### src/pkg/uart_fc_cfg.svh
`ifndef UART_FC_CFG_SVH
`define UART_FC_CFG_SVH

`define IDX_DIV_LOW 6'h08
`define IDX_DIV_HIGH 6'h09
`define IDX_FEATURE 6'h0a
`define IDX_RESUME_ONE 6'h0b
`define IDX_RESUME_TWO 6'h0c
`define IDX_STOP_ONE 6'h0d
`define IDX_STOP_TWO 6'h0e
`define IDX_ADV_STATUS 6'h0f
`define IDX_LOWER_THR 6'h12
`define IDX_UPPER_THR 6'h13
`define IDX_IRQ_STATUS 6'h18
`define IDX_IRQ_MASK 6'h19

`define RXFC_LSB 0
`define TXFC_LSB 2
`define ENH_BIT 4
`define SPEC_BIT 5
`define ARTS_BIT 6
`define ACTS_BIT 7

`define ST_HALTED 0
`define ST_STOP_SENT 1
`define ST_FLOW_DET 2
`define ST_SPEC_DET 3

`define IRQ_FLOW 0
`define IRQ_SPEC 1

`define RST_BYTE 8'h00
`define RST_DIVISOR 16'h0000

`define SEL_OFF 2'h0
`define SEL_PAIR_TWO 2'h1
`define SEL_PAIR_ONE 2'h2
`define SEL_EITHER 2'h3

`endif

### src/pkg/uart_fc_pkg.sv
package uart_fc_pkg;
  typedef logic [1:0] flow_sel_type;
  typedef logic [7:0] char_type;
  typedef enum {INS_IDLE, INS_STOP, INS_RESUME} ins_state_type;
endpackage

### src/logic/char_match.sv
`timescale 1ns/10ps
`include "uart_fc_cfg.svh"
module char_match (
  input wire uart_fc_pkg::flow_sel_type rx_sel,
  input wire uart_fc_pkg::flow_sel_type tx_sel,
  input wire uart_fc_pkg::char_type resume_one,
  input wire uart_fc_pkg::char_type resume_two,
  input wire uart_fc_pkg::char_type stop_one,
  input wire uart_fc_pkg::char_type stop_two,
  input wire uart_fc_pkg::char_type rx_char,
  output logic stop_hit,
  output logic resume_hit,
  output logic spec_hit
);
  import uart_fc_pkg::*;
  logic s1, s2, r1, r2;

  assign s1 = (rx_char == stop_one);
  assign s2 = (rx_char == stop_two);
  assign r1 = (rx_char == resume_one);
  assign r2 = (rx_char == resume_two);

  always_comb begin
    stop_hit = 1'b0;
    resume_hit = 1'b0;
    spec_hit = s1 | s2;
    unique case (rx_sel)
      `SEL_OFF: begin
        stop_hit = 1'b0;
      end
      `SEL_PAIR_TWO: begin
        stop_hit = s2;
        resume_hit = r2;
      end
      `SEL_PAIR_ONE: begin
        stop_hit = s1;
        resume_hit = r1;
      end
      `SEL_EITHER: begin
        // Either pair only with transmit field one of the pair codes
        if (tx_sel == `SEL_PAIR_TWO || tx_sel == `SEL_PAIR_ONE) begin
          stop_hit = s1 | s2;
          resume_hit = r1 | r2;
        end
      end
    endcase
  end
endmodule

### src/logic/flow_ctrl_core.sv
// The APB interface to the registers was decided locally.
`timescale 1ns/10ps
`include "uart_fc_cfg.svh"
// Function
// - Divisor low byte register, read-write, zero after reset.
// - Divisor high byte register, read-write, zero after reset.
// - Matching received stop character halts transmit after current character.
// - Matching received resume character restarts a halted transmitter.
// - Receive field: 00 off, 01 second pair, 10 first pair.
// - Receive field 11 accepts either pair if transmit field is 01/10.
// - Insert stop above upper level, resume below lower level.
// - Transmit field: 00 off, 01 second pair, 10 first; 11 reserved.
// - Enhanced bit gates all extended functions; clear means legacy UART.
// - Special detection compares received chars with both stop chars, interrupts.
// - Auto RTS drives rts_n high once fill level reaches upper threshold.
// - Auto RTS releases rts_n low when fill drops below lower threshold.
// - Auto CTS: no new character starts while cts_n is high.
// - Upper and lower thresholds come from two 8-bit level registers.
// - Received resume/stop sets read-clear detect flag, optionally interrupting.
module flow_ctrl_core #(
  parameter int ADDR_W = 8,
  parameter int LEVEL_W = 8
) (
  input wire logic pclk,
  input wire logic presetn,
  input wire logic ce,
  input wire logic psel,
  input wire logic penable,
  input wire logic pwrite,
  input wire logic [ADDR_W-1:0] paddr,
  input wire logic [31:0] pwdata,
  output logic [31:0] prdata,
  output logic pready,
  output logic pslverr,
  input wire logic rx_valid,
  input wire uart_fc_pkg::char_type rx_char,
  input wire logic [LEVEL_W-1:0] rx_fifo_fill_level,
  input wire logic tx_busy,
  input wire logic ins_ready,
  output logic ins_valid,
  output uart_fc_pkg::char_type ins_char,
  output logic tx_allow,
  output logic [15:0] divisor,
  output logic bit_tick,
  input wire logic cts_n,
  output logic rts_n,
  output logic irq
);
  import uart_fc_pkg::*;

  char_type div_low_q, div_high_q, feature_q;
  char_type resume_one_q, resume_two_q, stop_one_q, stop_two_q;
  char_type lower_thr_q, upper_thr_q;
  logic [1:0] irq_sts_q, irq_mask_q;
  logic flow_det_q, spec_det_q;
  logic halted_q, halt_pend_q, stop_sent_q;
  logic cts_n_s1_q, cts_n_s2_q;
  logic rts_hold_q;
  logic [15:0] tick_cnt_q;
  ins_state_type ins_state_q;
  char_type ins_char_q;
  logic ins_valid_q, tx_allow_q, rts_n_q, irq_q, bit_tick_q;
  logic [31:0] prdata_q;
  logic pready_q, pslverr_q;

  logic [5:0] idx;
  logic setup, access_wr, access_rd;
  logic enh, rx_fc_on, tx_fc_on, spec_on, auto_rts, auto_cts;
  flow_sel_type rx_sel, tx_sel;
  logic stop_hit, resume_hit, spec_hit;
  logic stop_ev, resume_ev, spec_ev;
  logic [LEVEL_W-1:0] upper_lvl, lower_lvl;
  logic above_upper, below_lower, at_upper;
  char_type tx_stop_char, tx_resume_char;
  logic status_rd, irq_sts_wr;
  logic [31:0] rd_word;
  logic rd_hit;

  assign idx = paddr[7:2];
  assign setup = psel & ~penable;
  assign access_wr = psel & penable & pready_q & pwrite;
  assign access_rd = psel & penable & pready_q & ~pwrite;

  // Extended functions only in enhanced mode
  assign enh = feature_q[`ENH_BIT];
  assign rx_sel = enh ? feature_q[`RXFC_LSB+:2] : `SEL_OFF;
  assign tx_sel = enh ? feature_q[`TXFC_LSB+:2] : `SEL_OFF;
  assign rx_fc_on = (rx_sel != `SEL_OFF);
  // Reserved 11 treated as off so nothing is inserted
  assign tx_fc_on = (tx_sel == `SEL_PAIR_ONE) ||
                    (tx_sel == `SEL_PAIR_TWO);
  assign spec_on = enh & feature_q[`SPEC_BIT];
  assign auto_rts = enh & feature_q[`ARTS_BIT];
  assign auto_cts = enh & feature_q[`ACTS_BIT];

  char_match matcher (
    .rx_sel(rx_sel),
    .tx_sel(tx_sel),
    .resume_one(resume_one_q),
    .resume_two(resume_two_q),
    .stop_one(stop_one_q),
    .stop_two(stop_two_q),
    .rx_char(rx_char),
    .stop_hit(stop_hit),
    .resume_hit(resume_hit),
    .spec_hit(spec_hit)
  );

  assign stop_ev = rx_valid & rx_fc_on & stop_hit;
  assign resume_ev = rx_valid & rx_fc_on & resume_hit;
  assign spec_ev = rx_valid & spec_on & spec_hit;

  assign upper_lvl = upper_thr_q[LEVEL_W-1:0];
  assign lower_lvl = lower_thr_q[LEVEL_W-1:0];
  assign above_upper = rx_fifo_fill_level > upper_lvl;
  assign at_upper = rx_fifo_fill_level >= upper_lvl;
  assign below_lower = rx_fifo_fill_level < lower_lvl;

  assign tx_stop_char = (tx_sel == `SEL_PAIR_TWO) ? stop_two_q
                                                  : stop_one_q;
  assign tx_resume_char = (tx_sel == `SEL_PAIR_TWO) ? resume_two_q
                                                    : resume_one_q;

  assign status_rd = access_rd & (idx == `IDX_ADV_STATUS);
  assign irq_sts_wr = access_wr & (idx == `IDX_IRQ_STATUS);

  always_comb begin
    rd_word = 32'h0000_0000;
    rd_hit = 1'b1;
    unique case (idx)
      `IDX_DIV_LOW: rd_word[7:0] = div_low_q;
      `IDX_DIV_HIGH: rd_word[7:0] = div_high_q;
      `IDX_FEATURE: rd_word[7:0] = feature_q;
      `IDX_RESUME_ONE: rd_word[7:0] = resume_one_q;
      `IDX_RESUME_TWO: rd_word[7:0] = resume_two_q;
      `IDX_STOP_ONE: rd_word[7:0] = stop_one_q;
      `IDX_STOP_TWO: rd_word[7:0] = stop_two_q;
      `IDX_ADV_STATUS: begin
        rd_word[`ST_HALTED] = halted_q;
        rd_word[`ST_STOP_SENT] = stop_sent_q;
        rd_word[`ST_FLOW_DET] = flow_det_q;
        rd_word[`ST_SPEC_DET] = spec_det_q;
      end
      `IDX_LOWER_THR: rd_word[7:0] = lower_thr_q;
      `IDX_UPPER_THR: rd_word[7:0] = upper_thr_q;
      `IDX_IRQ_STATUS: rd_word[1:0] = irq_sts_q;
      `IDX_IRQ_MASK: rd_word[1:0] = irq_mask_q;
      default: rd_hit = 1'b0;
    endcase
  end

  // One wait-free access phase: answer prepared during setup
  always_ff @(posedge pclk or negedge presetn) begin
    if (!presetn) begin
      pready_q <= 1'b0;
      pslverr_q <= 1'b0;
      prdata_q <= 32'h0000_0000;
    end else if (ce) begin
      pready_q <= setup;
      if (setup) begin
        pslverr_q <= ~rd_hit;
        prdata_q <= pwrite ? 32'h0000_0000 : rd_word;
      end else begin
        pslverr_q <= 1'b0;
        prdata_q <= 32'h0000_0000;
      end
    end
  end

  always_ff @(posedge pclk or negedge presetn) begin
    if (!presetn) begin
      div_low_q <= `RST_BYTE;
      div_high_q <= `RST_BYTE;
    end else if (ce && access_wr) begin
      if (idx == `IDX_DIV_LOW) begin
        div_low_q <= pwdata[7:0];
      end
      if (idx == `IDX_DIV_HIGH) begin
        div_high_q <= pwdata[7:0];
      end
    end
  end

  always_ff @(posedge pclk or negedge presetn) begin
    if (!presetn) begin
      feature_q <= `RST_BYTE;
      resume_one_q <= `RST_BYTE;
      resume_two_q <= `RST_BYTE;
      stop_one_q <= `RST_BYTE;
      stop_two_q <= `RST_BYTE;
      lower_thr_q <= `RST_BYTE;
      upper_thr_q <= `RST_BYTE;
      irq_mask_q <= 2'h0;
    end else if (ce && access_wr) begin
      unique case (idx)
        `IDX_FEATURE: feature_q <= pwdata[7:0];
        `IDX_RESUME_ONE: resume_one_q <= pwdata[7:0];
        `IDX_RESUME_TWO: resume_two_q <= pwdata[7:0];
        `IDX_STOP_ONE: stop_one_q <= pwdata[7:0];
        `IDX_STOP_TWO: stop_two_q <= pwdata[7:0];
        `IDX_LOWER_THR: lower_thr_q <= pwdata[7:0];
        `IDX_UPPER_THR: upper_thr_q <= pwdata[7:0];
        `IDX_IRQ_MASK: irq_mask_q <= pwdata[1:0];
        default: irq_mask_q <= irq_mask_q;
      endcase
    end
  end

  // Bit-period tick; divisor zero stops the tick
  always_ff @(posedge pclk or negedge presetn) begin
    if (!presetn) begin
      divisor <= `RST_DIVISOR;
      tick_cnt_q <= 16'h0000;
      bit_tick_q <= 1'b0;
    end else if (ce) begin
      divisor <= {div_high_q, div_low_q};
      if ({div_high_q, div_low_q} == 16'h0000) begin
        tick_cnt_q <= 16'h0000;
        bit_tick_q <= 1'b0;
      end else if (tick_cnt_q >= {div_high_q, div_low_q} - 16'h0001) begin
        tick_cnt_q <= 16'h0000;
        bit_tick_q <= 1'b1;
      end else begin
        tick_cnt_q <= tick_cnt_q + 16'h0001;
        bit_tick_q <= 1'b0;
      end
    end
  end
  assign bit_tick = bit_tick_q;

  // Halt waits for the character on the wire to finish
  always_ff @(posedge pclk or negedge presetn) begin
    if (!presetn) begin
      halt_pend_q <= 1'b0;
      halted_q <= 1'b0;
    end else if (ce) begin
      if (!rx_fc_on || resume_ev) begin
        halt_pend_q <= 1'b0;
        halted_q <= 1'b0;
      end else if (stop_ev || halt_pend_q) begin
        halt_pend_q <= tx_busy;
        halted_q <= halted_q | ~tx_busy;
      end
    end
  end

  // Detect flags clear on read; a new event beats the clear
  always_ff @(posedge pclk or negedge presetn) begin
    if (!presetn) begin
      flow_det_q <= 1'b0;
      spec_det_q <= 1'b0;
    end else if (ce) begin
      if (stop_ev || resume_ev) begin
        flow_det_q <= 1'b1;
      end else if (status_rd) begin
        flow_det_q <= 1'b0;
      end
      if (spec_ev) begin
        spec_det_q <= 1'b1;
      end else if (status_rd) begin
        spec_det_q <= 1'b0;
      end
    end
  end

  always_ff @(posedge pclk or negedge presetn) begin
    if (!presetn) begin
      irq_sts_q <= 2'h0;
      irq_q <= 1'b0;
    end else if (ce) begin
      irq_sts_q[`IRQ_FLOW] <= (stop_ev | resume_ev) |
        (irq_sts_q[`IRQ_FLOW] &
         ~(irq_sts_wr & pwdata[`IRQ_FLOW]));
      irq_sts_q[`IRQ_SPEC] <= spec_ev |
        (irq_sts_q[`IRQ_SPEC] &
         ~(irq_sts_wr & pwdata[`IRQ_SPEC]));
      irq_q <= |(irq_sts_q & irq_mask_q);
    end
  end
  assign irq = irq_q;

  // In-band insertion; one request held until the transmitter takes it
  always_ff @(posedge pclk or negedge presetn) begin
    if (!presetn) begin
      ins_state_q <= INS_IDLE;
      stop_sent_q <= 1'b0;
      ins_valid_q <= 1'b0;
      ins_char_q <= `RST_BYTE;
    end else if (ce) begin
      unique case (ins_state_q)
        INS_IDLE: begin
          if (!tx_fc_on) begin
            stop_sent_q <= 1'b0;
          end else if (!stop_sent_q && above_upper) begin
            ins_state_q <= INS_STOP;
            ins_valid_q <= 1'b1;
            ins_char_q <= tx_stop_char;
          end else if (stop_sent_q && below_lower) begin
            ins_state_q <= INS_RESUME;
            ins_valid_q <= 1'b1;
            ins_char_q <= tx_resume_char;
          end
        end
        INS_STOP: begin
          if (ins_ready) begin
            ins_state_q <= INS_IDLE;
            ins_valid_q <= 1'b0;
            stop_sent_q <= 1'b1;
          end
        end
        INS_RESUME: begin
          if (ins_ready) begin
            ins_state_q <= INS_IDLE;
            ins_valid_q <= 1'b0;
            stop_sent_q <= 1'b0;
          end
        end
      endcase
    end
  end
  assign ins_valid = ins_valid_q;
  assign ins_char = ins_char_q;

  // Pin input, two stages before use
  always_ff @(posedge pclk or negedge presetn) begin
    if (!presetn) begin
      cts_n_s1_q <= 1'b0;
      cts_n_s2_q <= 1'b0;
    end else if (ce) begin
      cts_n_s1_q <= cts_n;
      cts_n_s2_q <= cts_n_s1_q;
    end
  end

  // Gate only starts; a character already started runs to its end
  always_ff @(posedge pclk or negedge presetn) begin
    if (!presetn) begin
      tx_allow_q <= 1'b1;
    end else if (ce) begin
      tx_allow_q <= ~halted_q & ~halt_pend_q & ~stop_ev &
                    ~(auto_cts & cts_n_s2_q);
    end
  end
  assign tx_allow = tx_allow_q;

  // Hysteresis between the two levels avoids chatter on rts_n
  always_ff @(posedge pclk or negedge presetn) begin
    if (!presetn) begin
      rts_hold_q <= 1'b0;
      rts_n_q <= 1'b0;
    end else if (ce) begin
      if (!auto_rts) begin
        rts_hold_q <= 1'b0;
        rts_n_q <= 1'b0;
      end else if (at_upper) begin
        rts_hold_q <= 1'b1;
        rts_n_q <= 1'b1;
      end else if (below_lower) begin
        rts_hold_q <= 1'b0;
        rts_n_q <= 1'b0;
      end else begin
        rts_n_q <= rts_hold_q;
      end
    end
  end
  assign rts_n = rts_n_q;

  assign prdata = prdata_q;
  assign pready = pready_q;
  assign pslverr = pslverr_q;
endmodule

### config.mk
export PLATFORM = sky130hd
export DESIGN_NAME = flow_ctrl_core
export DESIGN_NICKNAME = d
export VERILOG_FILES = /design/src/pkg/uart_fc_pkg.sv /design/src/logic/char_match.sv /design/src/logic/flow_ctrl_core.sv
export VERILOG_INCLUDE_DIRS = /design/src /design/src/pkg
export SDC_FILE = /design/constraint.sdc
export NUM_CORES = 1
export LEC_CHECK = 0
export ABC_AREA = 1
export BUFFER_PORTS_ARGS = -buffer_cell sky130_fd_sc_hd__buf_2
export CAP_MARGIN = 30
export CORE_MARGIN = 4
export CORE_UTILIZATION = 35
export DETAILED_ROUTE_END_ITERATION = 6
export PLACE_DENSITY = 0.52
export SETUP_SLACK_MARGIN = 0.15
export SYNTH_ARGS = -nofsm -noshare
export SYNTH_HDL_FRONTEND = slang
export SYNTH_SLANG_ARGS = --single-unit
### constraint.sdc
create_clock -name pclk -period 4.7 [get_ports pclk]
set_input_delay 0.47 -clock pclk [delete_from_list [all_inputs] [get_ports pclk]]
set_output_delay 0.47 -clock pclk [all_outputs]
set_load 0.05 [all_outputs]
==> results of run 1 <==
through the flow:
step | area (um2) | utilization | total power, W
after global placement | 9007 | 0.3826 | 0.001588
after floorplan | 8508 | - | 0.001491
after detailed placement | 9007 | 0.3826 | 0.001590
after CTS | 9607 | 0.4081 | 0.002987
final | 9607 | 0.4081 | 0.002963
after global routing | 9607 | 0.4081 | 0.003083
kinds of logic (layout without fill, tap and decap cells):
logic type	Yosys count	after routing
DFF	140	140
adders and majority gates	37	37
buffers and inverters	197	253
xor gates and xnor gates	37	37
other	1	24
and+or+nand+nor	498	498
AOI/OAI and AO/OA	221	221
power breakdown:
group	switching, W	internal [W]
combinational	0.000250	0.0000767
clock	0.000541	0.000855
sequential	0.0000155	0.00123
total	0.000806	0.00216
layout by cell type, fill, tap and decap left out, drive strengths merged:
cell      count
nand2       324
o21ai       142
dfrtp       139
inv         139
buf          82
nor2         80
nand3        69
ha           37
a21oi        29
o22ai        26
conb         24
xnor2        19
clkbuf       19
xor2         18
a31oi        12
nor3         10
nand4         9
clkinv        7
nor4          6
a211oi        3
o21a          3
bufinv        3
clkinvlp      3
o211ai        2
a21boi        2
o21bai        1
o2111ai       1
dfstp         1
final cells by class:
cell class	count	share of cell area
clock inverters	12	0.01524
repair buffers	82	0.04441
inverters	140	0.05470
well taps	319	0.04155
flip-flops and latches	140	0.3648
multi-input cells	817	0.4321
clock buffers	19	0.04715
final timing paths:
kind | startpoint | end | slack, ns | depth (start not counted)
max reg2reg | div_low_q[1] | tick_cnt_q[2] | 1.14 | 23
min in group pclk | cts_n | cts_n_s1_q | 0.25 | 3
min | presetn | tick_cnt_q[8] | 0.03 | 1
min reg2reg | divisor[10] | divisor[10] | 0.48 | 2
max in group asynchronous | presetn | resume_two_q[3] | 3.64 | 2
max | div_low_q[1] | tick_cnt_q[2] | 1.14 | 23
sequential cells by signal, summed over array words and instances, names as in the netlist, 8 cells and up:
signal	cells
div_high_q	8
feature_q	8
upper_lvl	8
tick_cnt_q	16
resume_one_q	8
divisor	16
stop_one_q	8
ins_char	8
div_low_q	8
resume_two_q	8
stop_two_q	8
prdata	8
lower_lvl	8
worst reg2reg max path, stage by stage (launching register included):
cell,delay [ns]
dfrtp_1,0.37
inv_1,0.16
ha_1,0.21
nand2_1,0.06
nor2_1,0.15
nand3_1,0.11
nor2_1,0.14
nand2_1,0.09
inv_1,0.07
nand3_1,0.12
nor2_1,0.12
nand2_1,0.05
o21ai_0,0.07
inv_1,0.06
ha_1,0.26
nand2_1,0.07
inv_1,0.04
nand3_1,0.09
inv_1,0.05
a21oi_1,0.15
nand3_1,0.54
nor3_1,0.33
nand3_1,0.10
nand2_1,0.07
per-layer routing:
| metal | vias up | global-route usage |
|---|---|---|
| li1 | 3763 | - |
| met1 | 3449 | 0.3063 |
| met2 | 212 | 0.2857 |
| met3 | 21 | 0.03331 |
| met4 | 0 | 0.04727 |
| met5 | - | 0 |
==> run summary, run 1 <==
CORE AREA - 23540 um2
Global route overflow - 0
Placed instance count - 1498
CTS Sinks - 140
Clk buf depth - 2
Kind of critical path - reg -> reg
RSZ-0062 raised after global routing - no
Reg clk slew, reported paths - 0.06 ns
WL/cell - 16.90 um
Post-CTS setup repair buffer count - 0
Die H - 163.1 um
IO buf count - 78
Vias - 7445
Setup TNS - 0 ns
Synth Area in Adders - 0.05497
Synth-to-Final Area Change - 14.07%
Post-synth top cells - nand2_1 (320), dfrtp_1 (139), o21ai_0 (134), inv_1 (133), nor2_1 (75)
WL final - 25.83 mm
Pwr dens - 308.4 nW/um2
Die X - 163.1 um
Reg area - 3505 um2
WHS - 0.02641 ns
Min Tclk post-route - 3.560 ns
Number of synthesized flops with an enable pin - 0
Final Hold Viols - 0
DRT iter0 DRCs - 635
Post-Synth XOR/XNOR Area - 0.03848
Total of max-cap violations - 0
CTS tree - yes
Post-synthesis simple-gate area fraction - 0.2481
DRC Markers - 0
Setup violators final - 0
Initial DRT Pass Iterations - 6
Die ar. - 26610 um2
DR WL met3 - 1.462 mm
Clock skew - 0.006752 ns
Top-count cell post-synth - nand2_1
Met2 wire len - 10.88 mm
Post-DP HPWL - 19.31 mm
GRT Total Usage - 0.1976
Cts hold-fix bufs - 0
Largest family of logic cells by synthesized area - simple AND/OR/NAND/NOR gates
GP Congestion - 0.9042
Final nets - 1301
TritonCTS Buffers - 17
Fmax - 280.9 MHz
Metal-1 WL - 13.23 mm
Slowest Stage Delay on Critical Path - 0.54 ns
H-tree depth - 4
Post-synth ARST share - 1.000
Layout cell share with drive strength beyond 1 - 0.1140
Synth area leader - dfrtp_1
Synth Instances - 1131
Worst-Margin Slew - 1.043 ns
Area of the multi-input gates - 4151 um2
Worst path bufs/invs - 5
Synth cell types - 38
Fillers - 2485
Final std cells w/o fill - 1529
Clock Latency Late Sink - 0.42 ns
ANT cells - 0
Synthesized flop and latch total - 140
Vias in the first global route - 6985
Mean Syn Cell Area - 7.446 um2
Initial antenna violation count - 0
Worst IR Drop VDD - 0.1648 mV
Synth top area share - 0.4130
Mapped Area - 8422 um2
# rows - 56
Place WS - 1.090 ns
Status - complete, no violations
Slew HR - 0.3023
Worst Path Required - 5.07 ns
Top cell family by delay on the critical path - simple AND/OR/NAND/NOR gates
Leak - 4.781 nW
Root buffer cell - clkbuf_16
Largest net degree at the start of global routing - 61
Final Max Slew Viols - 0
Compound-Gate Fraction of Synth Area - 0.1407
Worst Hold Class - in -> async
Predominant post-synthesis flop cell - dfrtp_1
CP arrival - 3.93 ns
Ranking of synthesized cells by area - dfrtp_1 (41%), nand2_1 (14%), o21ai_0 (8.0%)
CP Launch Type - register
Antenna Violating Nets Remaining - 0
CP endpoint kind - register
Yosys warnings - 0
Slowest-stage cell, CP - nand3_1
Highest Signal Layer - met4
I/O pin cnt - 129
Crit Path Max Fanout - 17
Critical-path cell list - inv_1 > ha_1 > nand2_1 > nor2_1 > nand3_1 > nor2_1 > nand2_1 > inv_1 > nand3_1 > nor2_1 > nand2_1 > o21ai_0 > inv_1 > ha_1 > nand2_1 > inv_1 > nand3_1 > inv_1 > a21oi_1 > nand3_1 > nor3_1 > nand3_1 > nand2_1
Mux share of post-synthesis cell area - 0
Final WS setup - 1.140 ns
Initial Utilization - 0.3577
Resize count post-CTS - 0
Sequential-to-total area share from yosys stat - 0.4161
Detail-routed via count per cell - 4.869
Tcrit/Tclk final - 0.7574
First-pass GRT wire length - 40.23 mm
Note: power is estimated with default switching activity, not from simulation.
==> inputs of run 2 (changes only) <==
- clock period: 4.7 -> 3.7 ns (I/O delays scaled with it)
==> run 2 against run 1 <==
The run now ends with negative hold slack left. Design area increased by 0.52%. Highest routed layer unchanged. Critical path depth increased by 1. Core utilization increased by 0.21 points.
==> run summary, run 2 (synthesis gave the netlist of run 1 again) <==
Placed cell areas - 9067 um2 (was 9007 um2)
Status - finished with violations (was complete, no violations)
GP Congestion - 0.8956 (was 0.9042)
Setup TNS - 0 ns (unchanged)
Die H - 163.1 um (unchanged)
GRT Total Usage - 0.2005 (was 0.1976)
Total power - 0.003708 W (was 0.002963 W)
ANT cells - 0 (unchanged)
Slew HR - 0.4352 (was 0.3023)
First-pass GRT wire length - 41.04 mm (was 40.23 mm)
Fin area - 9657 um2 (was 9607 um2)
Global route overflow - 0 (unchanged)
Initial antenna violation count - 1 (was 0)
DRT iter0 DRCs - 576 (was 635)
# rows - 56 (unchanged)
Total of max-cap violations - 0 (unchanged)
WL final - 26.14 mm (was 25.83 mm)
IO buf count - 78 (unchanged)
Reg-to-reg startpoint - div_low_q[0] (was div_low_q[1])
Worst-Margin Slew - 0.8421 ns (was 1.043 ns)
Synth-to-Final Area Change - 14.66% (was 14.07%)
WHS - -0.03699 ns (was 0.02641 ns)
Worst IR Drop VDD - 0.2121 mV (was 0.1648 mV)
Die ar. - 26610 um2 (unchanged)
Leak - 4.803 nW (was 4.781 nW)
Failing checks - negative hold slack
TritonCTS Buffers - 17 (unchanged)
Initial DRT Pass Iterations - 5 (was 6)
I/O pin cnt - 129 (unchanged)
Largest net degree at the start of global routing - 76 (was 61)
Leading cell type in the layout, fill and taps excluded - nand2_1 (unchanged)
DRC Markers - 0 (unchanged)
Sw Share - 0.2770 (was 0.2719)
Root buffer cell - clkbuf_16 (unchanged)
Clock power frac - 0.462 (was 0.471)
Logic pwr share - 0.113 (was 0.110)
Clk buf depth - 2 (unchanged)
Reg clk slew, reported paths - 0.06 ns (about the same)
Clock skew - 0.009501 ns (was 0.006752 ns)
CTS tree - yes (unchanged)
Min Tclk post-route - 3.087 ns (was 3.560 ns)
Post-DP HPWL - 19.59 mm (was 19.31 mm)
Final nets - 1309 (was 1301)
Internal power - 0.002681 W (was 0.002157 W)
Clock Latency Late Sink - 0.42 ns (about the same)
CP arrival - 3.37 ns (was 3.93 ns)
Detail-routed via count per cell - 4.938 (was 4.869)
CORE AREA - 23540 um2 (unchanged)
Reg power frac - 0.425 (was 0.419)
Pwr dens - 383.9 nW/um2 (was 308.4 nW/um2)
Post-CTS setup repair buffer count - 0 (unchanged)
H-tree depth - 4 (unchanged)
Vias in the first global route - 7133 (was 6985)
Tcrit/Tclk final - 0.8343 (was 0.7574)
RSZ-0062 raised after global routing - no (unchanged)
Crit path launch - div_low_q[0] (was div_low_q[1])
Vias - 7594 (was 7445)
Die X - 163.1 um (unchanged)
CTS Sinks - 140 (unchanged)
WL/cell - 16.99 um (was 16.90 um)
Antenna Violating Nets Remaining - 0 (unchanged)
CP Launch Type - register (unchanged)
Fmax - 324.0 MHz (was 280.9 MHz)
Initial Utilization - 0.3577 (unchanged)
Worst Hold Class - in -> async (unchanged)
Worst Path Required - 3.99 ns (was 5.07 ns)
Final Max Slew Viols - 0 (unchanged)
Largest regs - divisor (16), tick_cnt_q (16) (unchanged)
Psw - 0.001027 W (was 0.0008056 W)
Crit Path Max Fanout - 9 (was 17)
Setup violators final - 0 (unchanged)
Layout cell share with drive strength beyond 1 - 0.1222 (was 0.1140)
Final Hold Viols - 21 (was 0)
CP endpoint kind - register (unchanged)
Kind of critical path - reg -> reg (unchanged)
Most frequent cells in the layout - nand2_1 (320), dfrtp_1 (139), o21ai_0 (134) (unchanged)
==> run 2: worst paths after layout <==
kind                                      end  slack [ns]  depth (start not counted)
worst max-delay path            tick_cnt_q[3]        0.61                         24
worst min-delay path            tick_cnt_q[8]       -0.04                          1
worst max register to register  tick_cnt_q[3]        0.61                         24
worst min register to register      ins_valid        0.47                          2
max in group asynchronous            tx_allow        2.83                          2
min in group pclk                  cts_n_s1_q        0.16                          3
==> run 2: metal layers <==
metal  vias to the layer above  share of wire  track usage
met2                       235           0.42       0.2955
met3                        22          0.065      0.03457
met4                         0          0.011      0.04918
met1                      3561           0.50       0.3053
met5                         -              0            0
li1                       3776              -            -
==> run 2: critical path, stage by stage, from the launching register on <==
cell,delay (ns)
dfrtp_1,0.38
inv_2,0.10
ha_1,0.19
nand2_1,0.06
nor2_1,0.15
nand3_1,0.12
nor2_2,0.12
nand2_1,0.09
inv_1,0.08
nand3_1,0.12
nor2_1,0.12
nand2_1,0.05
o21ai_0,0.07
inv_1,0.06
ha_1,0.27
nand2_1,0.06
inv_1,0.05
nand3_1,0.09
nor3_2,0.15
o21ai_0,0.11
nand3_1,0.10
buf_4,0.18
nor2_1,0.05
nand3_1,0.06
o21ai_0,0.11
==> run 2: power by group through the flow <==
stage          Sequential (W)  Combinational, W  Clock [W]
6_report              0.00158          0.000417    0.00171
3_3_place_gp          0.00160          0.000416          0
2_1_floorplan         0.00163          0.000265          0
5_1_grt               0.00158          0.000465    0.00181
4_1_cts               0.00158          0.000419    0.00175
3_5_place_dp          0.00160          0.000417          0
==> run 2: cell type report <==
class	instances	area [um2]
inverters	140	525.5
multi-input cells	817	4159
repair buffers	90	486.7
well taps	319	399.1
flip-flops and latches	140	3505
clock inverters	11	121.4
fillers	2504	13890
clock buffers	21	460.4
==> run 2: through the flow <==
step | std cells | util | setup WS (ns)
after floorplan | 1154 | - | 0.7688
after global placement | 1506 | 0.3852 | 0.5706
after CTS | 1538 | 0.4099 | 0.4695
after detailed placement | 1506 | 0.3852 | 0.4755
after global routing | 1538 | 0.4102 | 0.1785
final | 1538 | 0.4102 | 0.6132
==> run 2: timing repair <==
| action | in CTS | in global routing |
|---|---|---|
| hold buffers | 0 | 0 |
| endpoints found under the setup margin | 0 | 16 |
| gates resized for setup | 0 | 4 |
